$ cat src/logic/xps_pkg.sv
// Shared constants and types of the feedback statistics block.
package xps_pkg;
  localparam int NSTREAM = 4;
  localparam int SIDX_W = 2;
  localparam int SSEL_W = 3;
  localparam int NOBJ = 8;
  localparam int OBJ_W = 3;
  localparam int CNT_W = 32;
  localparam int VTX_W = 2;
  localparam int MODE_W = 4;
  localparam int WORD_W = NSTREAM * CNT_W + 1;
  localparam int ENDED_BIT = WORD_W - 1;
  localparam logic [CNT_W-1:0] CNT_ONE = 32'h0000_0001;
  localparam logic [CNT_W-1:0] DRAW_FIRST_VAL = 32'h0000_0000;
  localparam logic [CNT_W-1:0] INST_DEFAULT = 32'h0000_0001;
  localparam logic [SSEL_W-1:0] STREAM_DEFAULT = 3'h0;
  localparam logic [SSEL_W-1:0] STREAM_LIMIT = 3'h4;

  typedef logic [NSTREAM-1:0][CNT_W-1:0] xps_cnt_t;

  typedef enum logic [1:0]
  {
    QK_GEN = 2'h0,
    QK_WRITTEN = 2'h1,
    QK_OVF_ANY = 2'h2,
    QK_OVF_STREAM = 2'h3
  } xps_qkind_e;

  typedef enum logic [1:0]
  {
    ERR_NONE = 2'h0,
    ERR_INVALID_VALUE = 2'h1,
    ERR_INVALID_OP = 2'h2
  } xps_err_e;

  typedef enum logic [0:0]
  {
    RS_IDLE = 1'h0,
    RS_READ = 1'h1
  } xps_rstate_e;
endpackage

$ cat src/logic/xps_ev_if.sv
// Classified primitive event passed from the classifier to the counters.
`timescale 1ns/1ns
interface xps_ev_if;
  import xps_pkg::*;
  logic valid;
  logic [SIDX_W-1:0] stream;
  logic wr;
  logic ovf;
  logic [VTX_W-1:0] verts;
  modport src (output valid, output stream, output wr, output ovf,
    output verts);
  modport dst (input valid, input stream, input wr, input ovf,
    input verts);
endinterface

$ cat src/logic/xps_feedback_stats.sv
// Per-stream primitive statistics and captured-vertex replay front end.
`timescale 1ns/1ns
// Behaviour
// Replay issues instanced array draw, first zero, captured count, given instances.
// Missing stream selector means stream zero; missing instance count means one.
// Stored vertex count holds only vertices actually recorded to that stream.
// Replay of a capturing object uses the count from its previous end.
// Stream out of range, unknown object or negative instances give invalid value.
// Replay of an object never ended while bound gives invalid operation.
// Starting a generated query clears that stream's generated counter.
// Every stream keeps its own query and counters; stream count is fixed.
// Active generated counter counts every primitive, capture or not.
// Generated counter counts primitives after splitting at the feedback stage.
// Starting a written query clears that stream's written counter.
// Active written counter counts each primitive stored into a buffer.
// Written counter holds while capture is off or a primitive misfits.
// Starting an any-stream overflow query clears the global flag.
// During capture a misfit on any stream sets the global flag.
// Starting a stream overflow query clears only that stream's flag.
// During capture a misfit on a stream sets that stream's flag.
// A misfitting primitive stores no vertices and leaves written count alone.
// Counters and flags hold their values after the query ends.
module xps_feedback_stats
  import xps_pkg::*;
(
  input logic CLK_SYS,
  input logic RSTN,
  input logic PRIM_VALID,
  input logic [SIDX_W-1:0] PRIM_STREAM,
  input logic [VTX_W-1:0] PRIM_VERTS,
  input logic PRIM_RECORDS,
  input logic PRIM_FITS,
  input logic CAPTURE_BEGIN_CMD,
  input logic CAPTURE_END_CMD,
  input logic [OBJ_W-1:0] CAPTURE_OBJ,
  input logic CAPTURE_PAUSED,
  input logic QUERY_START_CMD,
  input logic QUERY_END_CMD,
  input xps_qkind_e QUERY_KIND,
  input logic [SIDX_W-1:0] QUERY_INDEX,
  input logic [NOBJ-1:0] OBJ_EXISTS,
  input logic CAPTURED_REPLAY_DRAW,
  input logic [OBJ_W-1:0] REPLAY_OBJ,
  input logic REPLAY_HAS_STREAM,
  input logic [SSEL_W-1:0] REPLAY_STREAM,
  input logic REPLAY_HAS_INST,
  input logic [CNT_W-1:0] REPLAY_INST,
  input logic [MODE_W-1:0] REPLAY_MODE,
  output logic REPLAY_READY,
  output logic INSTANCED_ARRAY_DRAW,
  output logic [MODE_W-1:0] DRAW_MODE,
  output logic [CNT_W-1:0] DRAW_FIRST,
  output logic [CNT_W-1:0] DRAW_COUNT,
  output logic [CNT_W-1:0] DRAW_INST,
  output logic ERR_VALID,
  output xps_err_e ERR_CODE,
  output logic CAPTURE_ACTIVE,
  output xps_cnt_t GEN_COUNT,
  output xps_cnt_t WRITTEN_COUNT,
  output logic [NSTREAM-1:0] STREAM_OVF,
  output logic ANY_OVF
);
  typedef struct packed {
    logic [NSTREAM-1:0] gen_on;
    logic [NSTREAM-1:0] wr_on;
    logic [NSTREAM-1:0] sovf_on;
    logic any_on;
    xps_cnt_t gen;
    xps_cnt_t wr;
    logic [NSTREAM-1:0] sovf;
    logic any_ovf;
    logic cap_on;
    logic [OBJ_W-1:0] cap_obj;
    xps_cnt_t cap_vtx;
    xps_rstate_e state;
    logic [SIDX_W-1:0] r_stream;
    logic [CNT_W-1:0] r_inst;
    logic [MODE_W-1:0] r_mode;
    xps_err_e r_err;
    logic ready;
    logic draw_v;
    logic [MODE_W-1:0] draw_mode;
    logic [CNT_W-1:0] draw_count;
    logic [CNT_W-1:0] draw_inst;
    logic err_v;
    xps_err_e err_code;
  } xps_top_s;

  function automatic logic [NSTREAM-1:0] onehot(
    input logic [SIDX_W-1:0] idx);
    logic [NSTREAM-1:0] v;
    v = '0;
    v[idx] = 1'b1;
    return v;
  endfunction

  // Kind and index come in as arguments so that a continuous assignment
  // that calls this wakes up on every input it depends on.
  function automatic logic [NSTREAM-1:0] query_sel(
    input logic cmd,
    input xps_qkind_e kind,
    input logic [SIDX_W-1:0] idx,
    input xps_qkind_e want);
    return (cmd && kind == want) ? onehot(idx) : '0;
  endfunction

  xps_top_s st_reg;
  xps_top_s nx;
  logic [NSTREAM-1:0] ev_hit;
  logic [NSTREAM-1:0] start_gen;
  logic [NSTREAM-1:0] start_wr;
  logic [NSTREAM-1:0] start_sovf;
  logic [NSTREAM-1:0] end_gen;
  logic [NSTREAM-1:0] end_wr;
  logic [NSTREAM-1:0] end_sovf;
  logic start_any;
  logic end_any;
  logic cap_active;
  logic replay_take;
  logic [SSEL_W-1:0] req_stream;
  logic mem_we;
  logic [WORD_W-1:0] mem_wdata;
  logic [WORD_W-1:0] mem_rdata;

  xps_ev_if ev ();

  // Pausing stops recording but keeps the capture open for replay.
  assign cap_active = st_reg.cap_on && !CAPTURE_PAUSED;

  xps_prim_classify u_classify (
    .clk_sys(CLK_SYS),
    .rstn(RSTN),
    .prim_valid(PRIM_VALID),
    .prim_stream(PRIM_STREAM),
    .prim_verts(PRIM_VERTS),
    .prim_records(PRIM_RECORDS),
    .prim_fits(PRIM_FITS),
    .cap_active(cap_active),
    .ev(ev.src)
  );

  assign ev_hit = ev.valid ? onehot(ev.stream) : '0;
  assign start_gen = query_sel(QUERY_START_CMD, QUERY_KIND, QUERY_INDEX,
    QK_GEN);
  assign start_wr = query_sel(QUERY_START_CMD, QUERY_KIND, QUERY_INDEX,
    QK_WRITTEN);
  assign start_sovf = query_sel(QUERY_START_CMD, QUERY_KIND, QUERY_INDEX,
    QK_OVF_STREAM);
  assign end_gen = query_sel(QUERY_END_CMD, QUERY_KIND, QUERY_INDEX,
    QK_GEN);
  assign end_wr = query_sel(QUERY_END_CMD, QUERY_KIND, QUERY_INDEX,
    QK_WRITTEN);
  assign end_sovf = query_sel(QUERY_END_CMD, QUERY_KIND, QUERY_INDEX,
    QK_OVF_STREAM);
  assign start_any = QUERY_START_CMD && QUERY_KIND == QK_OVF_ANY;
  assign end_any = QUERY_END_CMD && QUERY_KIND == QK_OVF_ANY;

  assign replay_take = CAPTURED_REPLAY_DRAW && st_reg.ready;
  assign req_stream = REPLAY_HAS_STREAM ? REPLAY_STREAM : STREAM_DEFAULT;

  // The stored word changes only at a capture end, so an object that is
  // capturing again still replays the count of its previous end.
  assign mem_we = st_reg.cap_on && CAPTURE_END_CMD;
  assign mem_wdata = {1'b1, nx.cap_vtx};

  xps_cap_mem u_mem (
    .clk_sys(CLK_SYS),
    .rstn(RSTN),
    .wr_en(mem_we),
    .wr_obj(st_reg.cap_obj),
    .wr_data(mem_wdata),
    .rd_en(replay_take),
    .rd_obj(REPLAY_OBJ),
    .rd_data(mem_rdata)
  );

  always_comb
  begin
    nx = st_reg;
    nx.draw_v = 1'b0;
    nx.err_v = 1'b0;
    // A start in the same cycle as an event counts that event, so no
    // primitive is lost between clear and count.
    for (int s = 0; s < NSTREAM; s++)
    begin
      if (start_gen[s])
      begin
        nx.gen_on[s] = 1'b1;
        nx.gen[s] = ev_hit[s] ? CNT_ONE : '0;
      end
      else if (st_reg.gen_on[s] && ev_hit[s])
        nx.gen[s] = st_reg.gen[s] + CNT_ONE;
      if (end_gen[s])
        nx.gen_on[s] = 1'b0;
      if (start_wr[s])
      begin
        nx.wr_on[s] = 1'b1;
        nx.wr[s] = (ev_hit[s] && ev.wr) ? CNT_ONE : '0;
      end
      else if (st_reg.wr_on[s] && ev_hit[s] && ev.wr)
        nx.wr[s] = st_reg.wr[s] + CNT_ONE;
      if (end_wr[s])
        nx.wr_on[s] = 1'b0;
      if (start_sovf[s])
      begin
        nx.sovf_on[s] = 1'b1;
        nx.sovf[s] = ev_hit[s] && ev.ovf;
      end
      else if (st_reg.sovf_on[s] && ev_hit[s] && ev.ovf)
        nx.sovf[s] = 1'b1;
      if (end_sovf[s])
        nx.sovf_on[s] = 1'b0;
      if (ev_hit[s] && ev.wr)
        nx.cap_vtx[s] = st_reg.cap_vtx[s] + CNT_W'(ev.verts);
    end
    if (start_any)
    begin
      nx.any_on = 1'b1;
      nx.any_ovf = ev.valid && ev.ovf;
    end
    else if (st_reg.any_on && ev.valid && ev.ovf)
      nx.any_ovf = 1'b1;
    if (end_any)
      nx.any_on = 1'b0;
    if (CAPTURE_BEGIN_CMD && !st_reg.cap_on)
    begin
      nx.cap_on = 1'b1;
      nx.cap_obj = CAPTURE_OBJ;
      nx.cap_vtx = '0;
    end
    if (CAPTURE_END_CMD && st_reg.cap_on)
      nx.cap_on = 1'b0;
    unique case (st_reg.state)
      RS_IDLE:
      begin
        if (replay_take)
        begin
          nx.state = RS_READ;
          nx.r_mode = REPLAY_MODE;
          nx.r_stream = req_stream[SIDX_W-1:0];
          nx.r_inst = REPLAY_HAS_INST ? REPLAY_INST : INST_DEFAULT;
          if (req_stream >= STREAM_LIMIT || !OBJ_EXISTS[REPLAY_OBJ] ||
              (REPLAY_HAS_INST && REPLAY_INST[CNT_W-1]))
            nx.r_err = ERR_INVALID_VALUE;
          else
            nx.r_err = ERR_NONE;
        end
      end
      RS_READ:
      begin
        nx.state = RS_IDLE;
        if (st_reg.r_err != ERR_NONE)
        begin
          nx.err_v = 1'b1;
          nx.err_code = st_reg.r_err;
        end
        else if (!mem_rdata[ENDED_BIT])
        begin
          nx.err_v = 1'b1;
          nx.err_code = ERR_INVALID_OP;
        end
        else
        begin
          nx.draw_v = 1'b1;
          nx.draw_mode = st_reg.r_mode;
          nx.draw_inst = st_reg.r_inst;
          nx.draw_count = mem_rdata[st_reg.r_stream * CNT_W +: CNT_W];
        end
      end
    endcase
    nx.ready = (nx.state == RS_IDLE);
  end

  always_ff @(posedge CLK_SYS or negedge RSTN)
  begin
    if (!RSTN)
      st_reg <= '0;
    else
      st_reg <= nx;
  end

  assign REPLAY_READY = st_reg.ready;
  assign INSTANCED_ARRAY_DRAW = st_reg.draw_v;
  assign DRAW_MODE = st_reg.draw_mode;
  assign DRAW_FIRST = DRAW_FIRST_VAL;
  assign DRAW_COUNT = st_reg.draw_count;
  assign DRAW_INST = st_reg.draw_inst;
  assign ERR_VALID = st_reg.err_v;
  assign ERR_CODE = st_reg.err_code;
  assign CAPTURE_ACTIVE = st_reg.cap_on;
  assign GEN_COUNT = st_reg.gen;
  assign WRITTEN_COUNT = st_reg.wr;
  assign STREAM_OVF = st_reg.sovf;
  assign ANY_OVF = st_reg.any_ovf;
endmodule

$ cat src/logic/xps_prim_classify.sv
// Registers and classifies each incoming primitive against capture state.
`timescale 1ns/1ns
module xps_prim_classify
  import xps_pkg::*;
(
  input wire logic clk_sys,
  input wire logic rstn,
  input wire logic prim_valid,
  input wire logic [SIDX_W-1:0] prim_stream,
  input wire logic [VTX_W-1:0] prim_verts,
  input wire logic prim_records,
  input wire logic prim_fits,
  input wire logic cap_active,
  xps_ev_if.src ev
);
  typedef struct packed {
    logic valid;
    logic [SIDX_W-1:0] stream;
    logic wr;
    logic ovf;
    logic [VTX_W-1:0] verts;
  } xps_cls_s;

  xps_cls_s s_reg;
  xps_cls_s s_next;
  logic rec;

  // Primitives arrive already split into separate points, lines or
  // triangles, so each valid cycle is one counted primitive.
  assign rec = prim_valid && cap_active && prim_records;

  always_comb
  begin
    s_next = s_reg;
    s_next.valid = prim_valid;
    s_next.stream = prim_stream;
    s_next.wr = rec && prim_fits;
    s_next.ovf = rec && !prim_fits;
    s_next.verts = (rec && prim_fits) ? prim_verts : '0;
  end

  always_ff @(posedge clk_sys or negedge rstn)
  begin
    if (!rstn)
      s_reg <= '0;
    else
      s_reg <= s_next;
  end

  assign ev.valid = s_reg.valid;
  assign ev.stream = s_reg.stream;
  assign ev.wr = s_reg.wr;
  assign ev.ovf = s_reg.ovf;
  assign ev.verts = s_reg.verts;
endmodule

$ cat src/logic/xps_cap_mem.sv
// Per-object store of captured vertex counts and a capture-ended mark.
`timescale 1ns/1ns
module xps_cap_mem
  import xps_pkg::*;
(
  input wire logic clk_sys,
  input wire logic rstn,
  input wire logic wr_en,
  input wire logic [OBJ_W-1:0] wr_obj,
  input wire logic [WORD_W-1:0] wr_data,
  input wire logic rd_en,
  input wire logic [OBJ_W-1:0] rd_obj,
  output logic [WORD_W-1:0] rd_data
);
  typedef struct packed {
    logic [NOBJ-1:0][WORD_W-1:0] mem;
    logic [WORD_W-1:0] rd;
  } xps_mem_s;

  xps_mem_s m_reg;
  xps_mem_s m_next;

  // Reset clears the ended marks so a fresh object refuses replay.
  // A read in the same cycle as a write to that object returns the old
  // word, which is the count of the previous capture end.
  always_comb
  begin
    m_next = m_reg;
    if (rd_en)
      m_next.rd = m_reg.mem[rd_obj];
    if (wr_en)
      m_next.mem[wr_obj] = wr_data;
  end

  always_ff @(posedge clk_sys or negedge rstn)
  begin
    if (!rstn)
      m_reg <= '0;
    else
      m_reg <= m_next;
  end

  assign rd_data = m_reg.rd;
endmodule

$ cat config.mk
export PLATFORM = sky130hd
export DESIGN_NAME = xps_feedback_stats
export DESIGN_NICKNAME = d
export VERILOG_FILES = /design/src/logic/xps_pkg.sv /design/src/logic/xps_ev_if.sv /design/src/logic/xps_feedback_stats.sv /design/src/logic/xps_prim_classify.sv /design/src/logic/xps_cap_mem.sv
export SDC_FILE = /design/constraint.sdc
export NUM_CORES = 2
export LEC_CHECK = 0
export ABC_CLOCK_PERIOD_IN_PS = 2300
export BUFFER_PORTS_ARGS = -buffer_cell sky130_fd_sc_hd__buf_4
export CORE_ASPECT_RATIO = 1.25
export CORE_UTILIZATION = 25
export DETAILED_ROUTE_END_ITERATION = 12
export GPL_ROUTABILITY_DRIVEN = 0
export HOLD_SLACK_MARGIN = 0.06
export PLACE_DENSITY_LB_ADDON = 0.1
export SKIP_CTS_REPAIR_TIMING = 1
export SYNTH_ARGS = -nofsm -noshare
export SYNTH_HDL_FRONTEND = slang
export SYNTH_SLANG_ARGS = --single-unit
$ cat constraint.sdc
create_clock -name CLK_SYS -period 2.3 [get_ports CLK_SYS]
set_input_delay 0.115 -clock CLK_SYS [delete_from_list [all_inputs] [get_ports CLK_SYS]]
set_output_delay 0.115 -clock CLK_SYS [all_outputs]
set_load 0.05 [all_outputs]
==> impl_metrics.py <==
metrics = {
    "outcome": {
        "status": "finished with violations",
        "failed_checks": "negative setup slack",
    },
    "floorplanning": {
        "die-area_mm2": 0.3089,
        "core_mm2": 0.3040,
        "initial_core_util": 0.2522,
        "placementRows": 226,
        "num_io_pins": 441,
        "die_h_um": 621.1,
        "die_x_um": 497.3,
    },
    "power_and_ir_drop": {
        "power.clock.fraction": 0.404,
        "p_comb_frac": 0.168,
        "intPower_w": 0.05518,
        "peakVddDrop_mv": 0.6220,
        "switching_share": 0.3011,
        "power_leakage_nw": 42.60,
        "switching_power_w": 0.02377,
        "powerDensity_mw_per_mm2": 818.3,
        "power_frac_seq": 0.428,
    },
    "grt": {
        "grt_pass1_vias": 56330,
        "antenna_found_initial": 6,
        "grt_pass1_wl_um": 381600,
        "grt_max_degree": 146,
        "gr-usage-all-layers": 0.1610,
        "overflow": 0,
    },
    "finish": {
        "fin_cells": 12070,
        "drive_gt1_frac": 0.2460,
        "largest_reg_flops": 1032,
        "final_core_util": 0.3174,
        "finalNetCount": 8022,
        "areaGrowthSynthToFinish_pct": 25.86,
    },
    "yosys": {
        "synth-adder-area-share": 0.003656,
        "seq_area_frac_synth": 0.5507,
        "synth_seq_cells": 1687,
        "ys_types": 72,
        "netlist_area_mm2": 0.07666,
        "yosysMostFrequentCell": "dfrtp_1",
        "synthArstFlopShare": 1.000,
        "syn_inst": 7315,
        "synth_xor_area_frac": 0.02788,
        "synth_top_area_share": 0.5507,
        "yosys-top-cells-area": "dfrtp_1 (55%), mux4_2 (8.6%), o21ai_0 (7.1%)",
        "yosysWarnings": 0,
        "synth_top_family_by_area": "simple AND/OR/NAND/NOR gates",
        "synth_top_area_cell": "dfrtp_1",
        "yosys.area_share.simple": 0.1491,
        "syn_avg_cell_area_um2": 10.48,
        "synth_flop_cell": "dfrtp_1",
        "synth-compound-area-share": 0.09707,
        "synth_edf_count": 0,
        "synth_top_cells_by_count": "dfrtp_1 (1687), nand2_1 (1432), o21ai_0 (1087), nor2_1 (401), clkbuf_1 (385)",
        "synth_mux_area_frac": 0.1089,
    },
    "route": {
        "ant_nets": 0,
        "wl_per_cell_um": 21.09,
        "drc": 0,
        "vias": 55400,
        "viasPerCell": 4.589,
        "first_iter_violations": 2962,
        "routed_wl_um": 254600,
        "first_pass_iters": 5,
    },
    "placement": {
        "dp_cells": 11520,
        "hpwl_um": 168100,
        "port_buffers": 408,
    },
    "timing": {
        "rsz0062_at_grt": "true",
        "fin_ws_ps": -283.6,
        "min_period_ps": 2584,
        "post-route-period-util": 1.123,
        "max_slew_margin": 0.3767,
        "skew_ps": 83.89,
        "hold_viol_final": 0,
        "worstMarginPinSlew_ps": 935.0,
        "clock.fmax_mhz": 387.1,
        "slew_violations": 0,
        "setup_viol": 455,
    },
    "setup_path": {
        "startpoint_type": "flop",
        "worstSetupEndpointType": "flop",
        "critical_path_required_ps": 3030,
        "worstPathArrival_ps": 3320,
        "cp_max_fo": 4,
        "critical_path_class": "reg2reg",
    },
    "clock_network": {
        "path_clk_slew_ps": 60,
        "cts_buffers": 200,
        "clk_path_buf_depth": 4,
        "cts_tree": "built",
        "clock_sinks": 1687,
        "clkLatencyLatePin_ps": 870,
        "ctsRootBufferMaster": "clkbuf_16",
        "cts_htree_levels": 4,
    },
    "run": {
        "max_cap_violations": 0,
    },
    "worst_hold_path": {
        "hp-class": "in2reg",
    },
}
cell usage in the layout (no fill, tap or decap), types with 122 or more instances in the layout:
cell / Yosys / routed
a21oi_1: 260 / 244
buf_12: 0 / 122
buf_4: 364 / 874
clkbuf_16: 0 / 205
dfrtp_1: 1687 / 1684
mux2i_1: 131 / 131
mux4_2: 292 / 292
nand2_1: 1432 / 1418
nand3_1: 173 / 156
nand4_1: 131 / 131
nor2_1: 401 / 391
o21ai_0: 1087 / 846
o21ai_1: 6 / 139
xor2_1: 164 / 135
path summary, 6_finish.rpt:
check,from,end,slack [ps],cells after the start
max reg2reg,u_classify.ev.verts[0]$_DFF_PN0_,st_reg[168]$_DFF_PN0_,-280,10
max,u_classify.ev.verts[0]$_DFF_PN0_,st_reg[168]$_DFF_PN0_,-280,10
min in group asynchronous,RSTN,u_mem.m_reg[445]$_DFFE_PN0P_,130,3
min,REPLAY_INST[1],st_reg[80]$_DFFE_PN0P_,90,4
max in group asynchronous,RSTN,DRAW_INST[10]$_DFFE_PN0P_,1420,3
min reg2reg,st_reg[93]$_DFFE_PN0P_,DRAW_INST[14]$_DFFE_PN0P_,460,2
cell type report:
type | instances | area, µm²
clock inverter | 44 | 390.4
timing repair buffer | 1189 | 11060
clock buffer | 312 | 6091
multi-input combinational | 4757 | 31370
antenna | 2 | 5.005
fill | 31100 | 207500
tap | 3990 | 4992
sequential | 1687 | 42220
inverter | 93 | 349.1
worst max-delay path: stages (launching register included):
cell      delay, ps
dfrtp_1         370
ha_2            220
inv_2            40
fa_2            370
nand4b_1        190
or4_4           490
nor4_4          360
xnor2_2         170
buf_4           170
buf_4           100
nor2_1           30
stage by stage:
step | setup WS, ps | setup TNS (ps) | power (W) | hold slack, ps | area (µm²)
2_1_floorplan | 0.9543 | 0 | 0.04296 | -180.6 | 76890
3_3_place_gp | -264.8 | -51740 | 0.04747 | 79.17 | 86550
3_5_place_dp | -260.2 | -48950 | 0.04764 | 43.40 | 86550
4_1_cts | -315.6 | -50200 | 0.08031 | -830.4 | 93040
5_1_grt | -339.4 | -121610 | 0.08267 | 64.10 | 96480
6_report | -283.6 | -43180 | 0.07895 | 93.32 | 96480
cells by family after synthesis:
family	Yosys count
buffers and inverters	908
other	1
DFF	1687
AOI/OAI and AO/OA	1437
muxes	464
xor gates and xnor gates	244
and+or+nand+nor	2554
adders and majority gates	20
power groups by stage:
stage	sequential, W	combinational (W)	clock [W]
after floorplan	0.0338	0.00919	0
after global placement	0.0343	0.0132	0
after detailed placement	0.0344	0.0133	0
after CTS	0.0338	0.0133	0.0332
after global routing	0.0341	0.0143	0.0342
final	0.0338	0.0132	0.0319
layer usage:
| layer | up-vias | part of all wire | global-route usage |
|---|---|---|---|
| met1 | 28050 | 0.45 | 0.2119 |
| met5 | - | 0.000051 | 0 |
| li1 | 26300 | - | - |
| met3 | 287 | 0.029 | 0.01969 |
| met4 | 2 | 0.019 | 0.03385 |
| met2 | 761 | 0.50 | 0.2809 |
(Power assumes the default switching activity.)
